`src/tmpe_pkg.sv`:
```
// Package for the time mark pulse encoder: constants, structs and states.
// Assumes a 125 MHz device clock and a one-pulse-per-second frame from on-chip logic.
package tmpe_pkg;

  localparam int unsigned CLK_HZ        = 125000000;
  localparam int unsigned MARK0_MS      = 100;
  localparam int unsigned MARK1_MS      = 200;
  localparam int unsigned MARK0_CYC     = CLK_HZ / 1000 * MARK0_MS;
  localparam int unsigned MARK1_CYC     = CLK_HZ / 1000 * MARK1_MS;
  localparam int unsigned CNT_W         = 25;
  localparam int unsigned FIFO_DEPTH    = 16;
  localparam int unsigned FIFO_AW       = 4;
  localparam int unsigned FRAME_W       = 60;

  // Field positions within the minute frame
  localparam int unsigned POS_START     = 0;
  localparam int unsigned POS_CALLBIT   = 15;
  localparam int unsigned POS_DST_ANN   = 16;
  localparam int unsigned POS_DST_SUM   = 17;
  localparam int unsigned POS_DST_WIN   = 18;
  localparam int unsigned POS_LEAP_ANN  = 19;
  localparam int unsigned POS_TIME_ST   = 20;
  localparam int unsigned POS_MIN       = 21;
  localparam int unsigned POS_MIN_PAR   = 28;
  localparam int unsigned POS_HOUR      = 29;
  localparam int unsigned POS_HOUR_PAR  = 35;
  localparam int unsigned POS_DAY       = 36;
  localparam int unsigned POS_WDAY      = 42;
  localparam int unsigned POS_MON       = 45;
  localparam int unsigned POS_YEAR      = 50;
  localparam int unsigned POS_DATE_PAR  = 58;
  localparam int unsigned POS_GAP       = 59;
  localparam logic [5:0]  SEC_GAP       = 6'h3b;
  localparam logic [5:0]  SEC_LATCH     = 6'h3a;

  // Local time of the coming minute, all BCD
  typedef struct packed {
    logic [6:0] minute;
    logic [5:0] hour;
    logic [5:0] day;
    logic [2:0] wday;
    logic [4:0] month;
    logic [7:0] year;
    logic       dst_ann;
    logic       dst_on;
    logic       leap_ann;
    logic       call_bit;
  } tmpe_time_t;

  typedef enum logic [1:0] {
    TMPE_IDLE = 2'b00,
    TMPE_MARK = 2'b01
  } tmpe_state_t;

endpackage
```
`src/tmpe_encoder.sv`:
```
// Time mark pulse encoder: one pulse-width-coded mark per second except second 59, one frame per minute.
// Assumes pps_in and time_in come from logic on clk_in; pps_in is a one-cycle pulse.
//
// Contract
// - The mark output is a plain logic level, high while a mark is asserted.
// - Each mark starts in the cycle after the second boundary pulse.
// - A zero bit gives a mark 100 ms long.
// - A one bit gives a mark 200 ms long.
// - Seconds 15 to 58 carry date, time, parity and status bits.
// - Second 59 carries no mark so the next mark starts a minute.
// - The whole time is sent once per minute with BCD fields.
// - The frame carries the configured local time plus DST and leap second warnings.
// - The output works from reset release with no sync wait.
`timescale 1ns/1ps
module tmpe_encoder (
  // Clock and reset
  input  wire logic              clk_in,
  input  wire logic              rst_n_in,
  // Timing frame
  input  wire logic              pps_in,
  input  wire logic [5:0]        sec_in,
  // Local time of the coming minute
  input  wire tmpe_pkg::tmpe_time_t time_in,
  // Status
  output logic                   frame_ready_out,
  output logic                   frame_lost_out,
  // Time mark line
  output logic                   mark_out
);

  localparam int unsigned W = tmpe_pkg::FRAME_W;

  tmpe_pkg::tmpe_state_t state_r;
  tmpe_pkg::tmpe_state_t state_nxt;
  logic [tmpe_pkg::CNT_W-1:0] cnt_r;
  logic [tmpe_pkg::CNT_W-1:0] cnt_nxt;
  logic [tmpe_pkg::CNT_W-1:0] len_r;
  logic [tmpe_pkg::CNT_W-1:0] len_nxt;
  logic [W-1:0]               cur_r;
  logic [W-1:0]               cur_nxt;
  logic                       mark_nxt;
  logic                       lost_r;
  logic                       lost_nxt;
  logic [W-1:0]               frame;
  logic                       push;
  logic                       wr_ready;
  logic                       rd_valid;
  logic [W-1:0]               rd_data;
  logic                       pop;
  logic                       bit_now;

  // Build the minute frame from the unlatched time_in input; the queue captures it at second 58
  always_comb begin
    frame = '0;
    frame[tmpe_pkg::POS_CALLBIT]  = time_in.call_bit;
    frame[tmpe_pkg::POS_DST_ANN]  = time_in.dst_ann;
    frame[tmpe_pkg::POS_DST_SUM]  = time_in.dst_on;
    frame[tmpe_pkg::POS_DST_WIN]  = !time_in.dst_on;
    frame[tmpe_pkg::POS_LEAP_ANN] = time_in.leap_ann;
    frame[tmpe_pkg::POS_TIME_ST]  = 1'b1;
    frame[tmpe_pkg::POS_MIN +: 7]  = time_in.minute;
    frame[tmpe_pkg::POS_MIN_PAR]   = ^time_in.minute;
    frame[tmpe_pkg::POS_HOUR +: 6] = time_in.hour;
    frame[tmpe_pkg::POS_HOUR_PAR]  = ^time_in.hour;
    frame[tmpe_pkg::POS_DAY +: 6]  = time_in.day;
    frame[tmpe_pkg::POS_WDAY +: 3] = time_in.wday;
    frame[tmpe_pkg::POS_MON +: 5]  = time_in.month;
    frame[tmpe_pkg::POS_YEAR +: 8] = time_in.year;
    frame[tmpe_pkg::POS_DATE_PAR]  = ^{time_in.day, time_in.wday, time_in.month,
                                       time_in.year};
  end

  // Next minute is queued during second 58, ahead of second zero
  assign push = pps_in && (sec_in == tmpe_pkg::SEC_LATCH);
  // Frame becomes current at the gap second so second zero already uses it
  assign pop  = pps_in && (sec_in == tmpe_pkg::SEC_GAP) && rd_valid;

  tmpe_fifo #(
    .WIDTH (W),
    .DEPTH (tmpe_pkg::FIFO_DEPTH),
    .AW    (tmpe_pkg::FIFO_AW)
  ) u_fifo (
    .clk_in       (clk_in),
    .rst_n_in     (rst_n_in),
    .wr_valid_in  (push),
    .wr_data_in   (frame),
    .wr_ready_out (wr_ready),
    .rd_valid_out (rd_valid),
    .rd_data_out  (rd_data),
    .rd_ready_in  (pop)
  );

  always_comb begin
    bit_now = cur_r[sec_in];
  end

  // Mark timing
  always_comb begin
    state_nxt = state_r;
    cnt_nxt   = cnt_r;
    len_nxt   = len_r;
    mark_nxt  = 1'b0;
    cur_nxt   = pop ? rd_data : cur_r;
    lost_nxt  = lost_r || (push && !wr_ready);
    unique case (state_r)
      tmpe_pkg::TMPE_IDLE: begin
        // Second 59 stays silent to flag the minute boundary
        if (pps_in && sec_in != tmpe_pkg::SEC_GAP) begin
          state_nxt = tmpe_pkg::TMPE_MARK;
          cnt_nxt   = '0;
          len_nxt   = bit_now ? tmpe_pkg::CNT_W'(tmpe_pkg::MARK1_CYC)
                              : tmpe_pkg::CNT_W'(tmpe_pkg::MARK0_CYC);
          mark_nxt  = 1'b1;
        end
      end
      tmpe_pkg::TMPE_MARK: begin
        if (cnt_r == len_r - 1'b1) begin
          state_nxt = tmpe_pkg::TMPE_IDLE;
          mark_nxt  = 1'b0;
        end else begin
          cnt_nxt  = cnt_r + 1'b1;
          mark_nxt = 1'b1;
        end
      end
      default: begin
        state_nxt = tmpe_pkg::TMPE_IDLE;
      end
    endcase
  end

  // No sync gate: active from reset release
  always_ff @(posedge clk_in or negedge rst_n_in) begin
    if (!rst_n_in) begin
      state_r  <= tmpe_pkg::TMPE_IDLE;
      cnt_r    <= '0;
      len_r    <= '0;
      cur_r    <= '0;
      lost_r   <= 1'b0;
      mark_out <= 1'b0;
    end else begin
      state_r  <= state_nxt;
      cnt_r    <= cnt_nxt;
      len_r    <= len_nxt;
      cur_r    <= cur_nxt;
      lost_r   <= lost_nxt;
      mark_out <= mark_nxt;
    end
  end

  assign frame_ready_out = rd_valid;
  assign frame_lost_out  = lost_r;

  // Check helper: marks last millions of cycles, far beyond any delay a property may hold
  logic [tmpe_pkg::CNT_W-1:0] hi_cnt_r;
  logic [tmpe_pkg::CNT_W-1:0] hi_cnt_nxt;

  always_comb begin
    hi_cnt_nxt = mark_out ? hi_cnt_r + 1'b1 : '0;
  end

  // Count trails the line by one cycle, so a fall sees the full mark length
  always_ff @(posedge clk_in or negedge rst_n_in) begin
    if (!rst_n_in) begin
      hi_cnt_r <= '0;
    end else begin
      hi_cnt_r <= hi_cnt_nxt;
    end
  end

  chk_mark_start: assert property (@(posedge clk_in) disable iff (!rst_n_in)
    (pps_in && sec_in != tmpe_pkg::SEC_GAP && state_r == tmpe_pkg::TMPE_IDLE) |=> mark_out)
    else $error("mark did not start at second boundary");

  chk_gap_silent: assert property (@(posedge clk_in) disable iff (!rst_n_in)
    (pps_in && sec_in == tmpe_pkg::SEC_GAP && state_r == tmpe_pkg::TMPE_IDLE) |=> !mark_out)
    else $error("mark sent in gap second");

  chk_zero_len: assert property (@(posedge clk_in) disable iff (!rst_n_in)
    ($fell(mark_out) && len_r == tmpe_pkg::CNT_W'(tmpe_pkg::MARK0_CYC))
      |-> hi_cnt_r == tmpe_pkg::CNT_W'(tmpe_pkg::MARK0_CYC - 1))
    else $error("zero mark length wrong");

  chk_one_len: assert property (@(posedge clk_in) disable iff (!rst_n_in)
    ($fell(mark_out) && len_r == tmpe_pkg::CNT_W'(tmpe_pkg::MARK1_CYC))
      |-> hi_cnt_r == tmpe_pkg::CNT_W'(tmpe_pkg::MARK1_CYC - 1))
    else $error("one mark length wrong");

  chk_len_select: assert property (@(posedge clk_in) disable iff (!rst_n_in)
    (pps_in && state_r == tmpe_pkg::TMPE_IDLE && sec_in != tmpe_pkg::SEC_GAP)
      |=> len_r == (cur_r[$past(sec_in)] ? tmpe_pkg::CNT_W'(tmpe_pkg::MARK1_CYC)
                                          : tmpe_pkg::CNT_W'(tmpe_pkg::MARK0_CYC)))
    else $error("mark length does not follow frame bit");

  chk_min_parity: assert property (@(posedge clk_in) disable iff (!rst_n_in)
    ^frame[tmpe_pkg::POS_MIN_PAR:tmpe_pkg::POS_MIN] == 1'b0)
    else $error("minute parity odd");

  chk_hour_parity: assert property (@(posedge clk_in) disable iff (!rst_n_in)
    ^frame[tmpe_pkg::POS_HOUR_PAR:tmpe_pkg::POS_HOUR] == 1'b0)
    else $error("hour parity odd");

  chk_date_parity: assert property (@(posedge clk_in) disable iff (!rst_n_in)
    ^frame[tmpe_pkg::POS_DATE_PAR:tmpe_pkg::POS_DAY] == 1'b0)
    else $error("date parity odd");

  chk_frame_load: assert property (@(posedge clk_in) disable iff (!rst_n_in)
    pop |=> cur_r == $past(rd_data))
    else $error("frame not taken at gap second");

  chk_dst_pair: assert property (@(posedge clk_in) disable iff (!rst_n_in)
    frame[tmpe_pkg::POS_DST_SUM] != frame[tmpe_pkg::POS_DST_WIN])
    else $error("dst bits not complementary");

  chk_mark_level: assert property (@(posedge clk_in) disable iff (!rst_n_in)
    mark_out == (state_r == tmpe_pkg::TMPE_MARK))
    else $error("mark level does not match state");

  chk_mark_refused: assert property (@(posedge clk_in) disable iff (!rst_n_in)
    (pps_in && state_r == tmpe_pkg::TMPE_MARK && cnt_r != len_r - 1'b1)
      |=> (state_r == tmpe_pkg::TMPE_MARK && cnt_r == $past(cnt_r) + 1'b1))
    else $error("second boundary restarted a running mark");

  chk_start_cnt: assert property (@(posedge clk_in) disable iff (!rst_n_in)
    $rose(mark_out) |-> cnt_r == '0)
    else $error("mark started with stale count");

  chk_needs_pps: assert property (@(posedge clk_in) disable iff (!rst_n_in)
    $rose(mark_out) |-> $past(pps_in))
    else $error("mark started without second boundary");

  chk_len_legal: assert property (@(posedge clk_in) disable iff (!rst_n_in)
    (state_r == tmpe_pkg::TMPE_MARK)
      |-> (len_r == tmpe_pkg::CNT_W'(tmpe_pkg::MARK0_CYC)
           || len_r == tmpe_pkg::CNT_W'(tmpe_pkg::MARK1_CYC)))
    else $error("mark length not one of the two codes");

  chk_cnt_bound: assert property (@(posedge clk_in) disable iff (!rst_n_in)
    (state_r == tmpe_pkg::TMPE_MARK) |-> cnt_r < len_r)
    else $error("mark count ran past its length");

  chk_len_keep: assert property (@(posedge clk_in) disable iff (!rst_n_in)
    (state_r == tmpe_pkg::TMPE_MARK) |=> $stable(len_r))
    else $error("mark length changed mid mark");

  chk_mark_end: assert property (@(posedge clk_in) disable iff (!rst_n_in)
    (state_r == tmpe_pkg::TMPE_MARK && cnt_r == len_r - 1'b1) |=> !mark_out)
    else $error("mark not released at its length");

  chk_hi_bound: assert property (@(posedge clk_in) disable iff (!rst_n_in)
    hi_cnt_r < tmpe_pkg::CNT_W'(tmpe_pkg::MARK1_CYC))
    else $error("mark longer than a one bit");

  chk_gap_no_rise: assert property (@(posedge clk_in) disable iff (!rst_n_in)
    $rose(mark_out) |-> $past(sec_in) != tmpe_pkg::SEC_GAP)
    else $error("mark rose for the gap second");

  chk_gap_state: assert property (@(posedge clk_in) disable iff (!rst_n_in)
    (pps_in && sec_in == tmpe_pkg::SEC_GAP && state_r == tmpe_pkg::TMPE_IDLE)
      |=> state_r == tmpe_pkg::TMPE_IDLE)
    else $error("gap second left idle");

  chk_head_zero: assert property (@(posedge clk_in) disable iff (!rst_n_in)
    frame[tmpe_pkg::POS_CALLBIT-1:tmpe_pkg::POS_START] == '0)
    else $error("frame head not zero");

  chk_time_start: assert property (@(posedge clk_in) disable iff (!rst_n_in)
    frame[tmpe_pkg::POS_TIME_ST] == 1'b1)
    else $error("time start bit clear");

  chk_min_field: assert property (@(posedge clk_in) disable iff (!rst_n_in)
    frame[tmpe_pkg::POS_MIN +: 7] == time_in.minute)
    else $error("minute field misplaced");

  chk_hour_field: assert property (@(posedge clk_in) disable iff (!rst_n_in)
    frame[tmpe_pkg::POS_HOUR +: 6] == time_in.hour)
    else $error("hour field misplaced");

  chk_day_field: assert property (@(posedge clk_in) disable iff (!rst_n_in)
    frame[tmpe_pkg::POS_DAY +: 6] == time_in.day)
    else $error("day field misplaced");

  chk_wday_field: assert property (@(posedge clk_in) disable iff (!rst_n_in)
    frame[tmpe_pkg::POS_WDAY +: 3] == time_in.wday)
    else $error("weekday field misplaced");

  chk_year_field: assert property (@(posedge clk_in) disable iff (!rst_n_in)
    frame[tmpe_pkg::POS_YEAR +: 8] == time_in.year)
    else $error("year field misplaced");

  chk_leap_bit: assert property (@(posedge clk_in) disable iff (!rst_n_in)
    frame[tmpe_pkg::POS_LEAP_ANN] == time_in.leap_ann)
    else $error("leap warning misplaced");

  chk_lost_set: assert property (@(posedge clk_in) disable iff (!rst_n_in)
    (push && !wr_ready) |=> frame_lost_out)
    else $error("lost frame not flagged");

  chk_lost_sticky: assert property (@(posedge clk_in) disable iff (!rst_n_in)
    frame_lost_out |=> frame_lost_out)
    else $error("lost flag cleared without reset");

  chk_cur_hold: assert property (@(posedge clk_in) disable iff (!rst_n_in)
    !pop |=> $stable(cur_r))
    else $error("current frame changed outside gap second");

  chk_ready_push: assert property (@(posedge clk_in) disable iff (!rst_n_in)
    (push && wr_ready) |=> frame_ready_out)
    else $error("queued frame not shown as ready");

endmodule

```
`src/tmpe_fifo.sv`:
```
// Synchronous FIFO with valid/ready on both sides.
// Assumes one clock domain; full and empty are exact.
`timescale 1ns/1ps
module tmpe_fifo #(
  parameter int unsigned WIDTH = 60,
  parameter int unsigned DEPTH = 16,
  parameter int unsigned AW    = 4
) (
  // Clock and reset
  input  wire logic             clk_in,
  input  wire logic             rst_n_in,
  // Fill side
  input  wire logic             wr_valid_in,
  input  wire logic [WIDTH-1:0] wr_data_in,
  output logic                  wr_ready_out,
  // Drain side
  output logic                  rd_valid_out,
  output logic [WIDTH-1:0]      rd_data_out,
  input  wire logic             rd_ready_in
);

  logic [WIDTH-1:0] mem_r [DEPTH];
  logic [AW:0]      wp_r;
  logic [AW:0]      rp_r;
  logic [AW:0]      wp_nxt;
  logic [AW:0]      rp_nxt;
  logic             do_wr;
  logic             do_rd;

  always_comb begin
    wr_ready_out = (wp_r - rp_r) != (AW+1)'(DEPTH);
    rd_valid_out = wp_r != rp_r;
    rd_data_out  = mem_r[rp_r[AW-1:0]];
    do_wr        = wr_valid_in && wr_ready_out;
    do_rd        = rd_valid_out && rd_ready_in;
    wp_nxt       = do_wr ? wp_r + 1'b1 : wp_r;
    rp_nxt       = do_rd ? rp_r + 1'b1 : rp_r;
  end

  always_ff @(posedge clk_in or negedge rst_n_in) begin
    if (!rst_n_in) begin
      wp_r <= '0;
      rp_r <= '0;
    end else begin
      wp_r <= wp_nxt;
      rp_r <= rp_nxt;
    end
  end

  // Storage has no reset; only pointers define validity
  always_ff @(posedge clk_in) begin
    if (do_wr) begin
      mem_r[wp_r[AW-1:0]] <= wr_data_in;
    end
  end

endmodule

```
`config.mk`:
```
export PLATFORM = sky130hd
export DESIGN_NAME = tmpe_encoder
export DESIGN_NICKNAME = d
export VERILOG_FILES = /design/src/tmpe_pkg.sv /design/src/tmpe_encoder.sv /design/src/tmpe_fifo.sv
export SDC_FILE = /design/constraint.sdc
export NUM_CORES = 1
export LEC_CHECK = 0
export BUFFER_PORTS_ARGS = -buffer_cell sky130_fd_sc_hd__buf_2
export CORE_MARGIN = 4
export CORE_UTILIZATION = 50
export CTS_BUF_LIST = sky130_fd_sc_hd__clkbuf_4 sky130_fd_sc_hd__clkbuf_8
export DETAILED_ROUTE_END_ITERATION = 16
export GPL_TIMING_DRIVEN = 0
export PLACE_DENSITY_LB_ADDON = 0.15
export SLEW_MARGIN = 15
export SYNTH_ARGS = -nofsm -noshare
export SYNTH_HDL_FRONTEND = slang
export SYNTH_SLANG_ARGS = --single-unit
export TNS_END_PERCENT = 30
```
`constraint.sdc`:
```
create_clock -name clk_in -period 7.2 [get_ports clk_in]
set_input_delay 1.08 -clock clk_in [delete_from_list [all_inputs] [get_ports clk_in]]
set_output_delay 1.08 -clock clk_in [all_outputs]
set_load 0.02 [all_outputs]
```
==> results.py <==
metrics = {
    "status": {
        "status": "complete, no violations",
    },
    "route": {
        "firstDrtPassIters": 5,
        "drt_iter0_drc": 1341,
        "viasPerCell": 6.111,
        "wirelength_um": 71550,
        "wl_per_cell_um": 28.58,
        "antenna_left": 0,
        "dr_total_vias": 15301,
        "drc_errors": 0,
    },
    "floorplanning": {
        "ioPinCount": 51,
        "die_area_um2": 65470,
        "rows": 90,
        "start_util_pct": 50.71,
        "coreArea_um2": 60580,
        "die_x_um": 255.9,
        "die_height_um": 255.9,
    },
    "worst_setup_path": {
        "r2r_cells": 14,
        "crit_path_top_delay_cell": "clkbuf_1",
        "crit_arrival_ns": 5.59,
        "critical_path_class": "register to register",
        "r2r_setup_slack_ns": 2.07,
        "cp.buffers_inverters": 7,
        "r2r_start": "u_fifo.rp_r[1]",
        "endpoint_kind": "register",
        "max_stage_delay_ns": 0.68,
        "crit_required_ns": 7.66,
        "start_kind": "register",
        "regToRegEndpoint": "u_fifo.mem_r[3][25]",
        "cp_top_family": "buffers and inverters",
        "worstPathMaxFanout": 10,
        "crit_path_cell_trace": "clkbuf_1 -> clkbuf_1 -> inv_1 -> ha_1 -> nor2b_1 -> o21a_1 -> or4_1 -> a31oi_1 -> clkbuf_1 -> nand2_1 -> nor3_2 -> buf_4 -> buf_4 -> buf_4",
    },
    "final_layout": {
        "mostFrequentLayoutCells": "688 x edfxtp_1, 223 x mux4_2, 141 x clkbuf_8, 85 x dfrtp_1, 68 x buf_2",
        "layout.cells.non_filler": 2504,
        "final_layout_size_suffix_gt1_share_pct": 35.02,
        "area_growth_syn_to_layout_pct": 14.17,
        "nNetsFinal": 1682,
        "final_util_pct": 57.90,
        "final_area_um2": 35070,
        "final_common_cell": "edfxtp_1",
    },
    "timing": {
        "post-route-period-util_pct": 71.27,
        "setup_ws_ns": 2.069,
        "rsz0062_at_grt": "false",
        "clock.fmax_mhz": 194.9,
        "fin_crit_ns": 5.131,
        "hold_viol": 0,
        "skew_ns": 0.02694,
        "maxSlewViolCount": 0,
        "max_slew_margin_pct": 22.59,
        "timing.hold.ws_ns": 0.2236,
        "setup_viol": 0,
        "worstMarginPinSlew_ns": 1.153,
    },
    "synthesis": {
        "synth_area_leaders": "edfxtp_1 67%, mux4_2 16%, dfrtp_1 6.9%, mux2_2 1.6%, xnor2_1 1.1%",
        "synth.avg_cell_area_um2": 21.70,
        "synth_area_leader_cell": "edfxtp_1",
        "synth_edf_count": 688,
        "yosys_warnings": 0,
        "yosysUniqueCellTypes": 53,
        "synth.ff_latch_count": 773,
        "synth_cells": 1416,
        "ys_async_sr_fraction_pct": 11.00,
        "ys.flop_type": "edfxtp_1",
        "yosysTopAreaCellShare_pct": 67.25,
        "netlist_area_um2": 30720,
        "ys_seq_area_share_pct": 74.17,
        "syn-num-nets": 1477,
    },
    "pwr": {
        "peakVddDrop_mv": 0.1931,
        "cellPowerDensity_nw_per_um2": 290.9,
        "p_leak_nw": 11.55,
    },
    "cts": {
        "cts_sinks": 773,
        "post_cts.repair.setup_buffers": 0,
        "clk_path_buf_depth": 3,
        "clk_pin_slew_ns": 0.06,
        "clk-insertion-delay-late_ns": 0.76,
        "cts_buffers": 130,
        "htree_num_levels": 4,
        "cts_tree": "built",
        "cts_hold_buffers": 0,
        "cts_resized": 0,
        "root_buffer": "clkbuf_8",
    },
    "global_routing": {
        "grt_pass1_wl_um": 106000,
        "gr-total-overflow": 0,
        "grt_pass1_vias": 15867,
        "grt_max_degree": 37,
        "grtUsageTotal_pct": 22.26,
        "antenna_found_initial": 4,
    },
    "placement": {
        "dp_hpwl_um": 42030,
        "dpl_cell_area_um2": 32480,
        "portBuffers": 49,
        "place_congestion": 0.8662,
        "post-place-ws_ns": 2.125,
        "placed_cells_incl_taps": 2271,
    },
    "worst_hold_path": {
        "min_path_type": "primary input to async pin",
    },
    "job": {
        "maxCapViolCount": 0,
    },
}
[power by group]
part	internal [mW]	switching [mW]
logic	0.647	0.692
registers	4.99	0.0375
clock network	2.15	1.69
total	7.78	2.42
[state kept, by name, indices dropped and copies added (netlist names)]
signal	flops
cnt_r	25
cur_r	44
frame_lost_out	1
len_r	3
mark_out	1
state_r	1
u_fifo.mem_r	688
u_fifo.rp_r	5
u_fifo.wp_r	5
[metal layers]
metal  routed length, um  GRT usage (%)  vias up
met3                4602          4.660      103
met4                1202          5.897        2
met2               35290          35.53      551
met5                   7              0        -
li1                    -              -     6388
met1               30450          31.94     8257
[kinds of logic after synthesis]
| family | after synthesis | share of synthesized area (%) |
|---|---|---|
| mux | 276 | 18.29 |
| flops | 773 | 74.17 |
| xor+xnor | 48 | 1.368 |
| fa+ha+maj | 13 | 0.5295 |
| simple gates | 147 | 2.802 |
| buf+inv | 87 | 1.218 |
| compound gates | 72 | 1.621 |
[cell type report]
cell class,instances,area (um2)
Fill cell,4499,25510
Sequential cell,773,22790
Multi-Input combinational cell,556,7656
Clock buffer,188,2293
Tap cell,782,978.4
Timing Repair Buffer,73,704.4
Buffer,73,326.6
Clock inverter,42,269.0
Inverter,14,52.55
Antenna cell,3,7.507
[cell usage after synthesis, drive strengths merged (2+ instances only)]
cell	n
o2111ai	2
nand2	28
mux4	223
inv	14
xnor2	37
and2	5
o31ai	12
a31oi	4
nand3b	3
mux2	43
nand4b	2
nor2	8
o211ai	9
nand4	17
nor3b	3
o21ai	15
a21oi	16
nor4	4
clkbuf	45
mux2i	10
nor3	9
or4	9
nand3	10
o21bai	4
and4b	2
ha	13
edfxtp	688
dfrtp	85
buf	28
or3	15
a2111oi	2
and3	19
nor2b	9
xor2	11
[worst max path at each step]
stage,slack (ns),end,cells after the start,startpoint
after global placement,-3.65,u_fifo.mem_r[3][31],11,u_fifo.rp_r[1]
after global routing,1.79,u_fifo.mem_r[3][24],14,u_fifo.rp_r[1]
final,2.07,u_fifo.mem_r[3][25],14,u_fifo.rp_r[1]
after detailed placement,2.13,u_fifo.mem_r[3][31],14,u_fifo.rp_r[1]
after floorplan,1.11,u_fifo.mem_r[3][0],11,u_fifo.rp_r[1]
after CTS,2.08,u_fifo.mem_r[3][24],14,u_fifo.rp_r[1]
[worst register-to-register path: stages, from the launching register on]
cell and delay (ns):
dfrtp_1 0.38, clkbuf_1 0.64, clkbuf_1 0.68, inv_1 0.16, ha_1 0.34, nor2b_1 0.15
o21a_1 0.19, or4_1 0.43, a31oi_1 0.24, clkbuf_1 0.40, nand2_1 0.18, nor3_2 0.32
buf_4 0.28, buf_4 0.25, buf_4 0.20
[stage by stage]
step	TNS [ns]	power, mW
3_3_place_gp	-156.45	6.439
2_1_floorplan	0	6.025
4_1_cts	0	10.30
6_report	0	10.20
5_1_grt	0	10.62
3_5_place_dp	0	6.471
(Power assumes the default switching activity.)
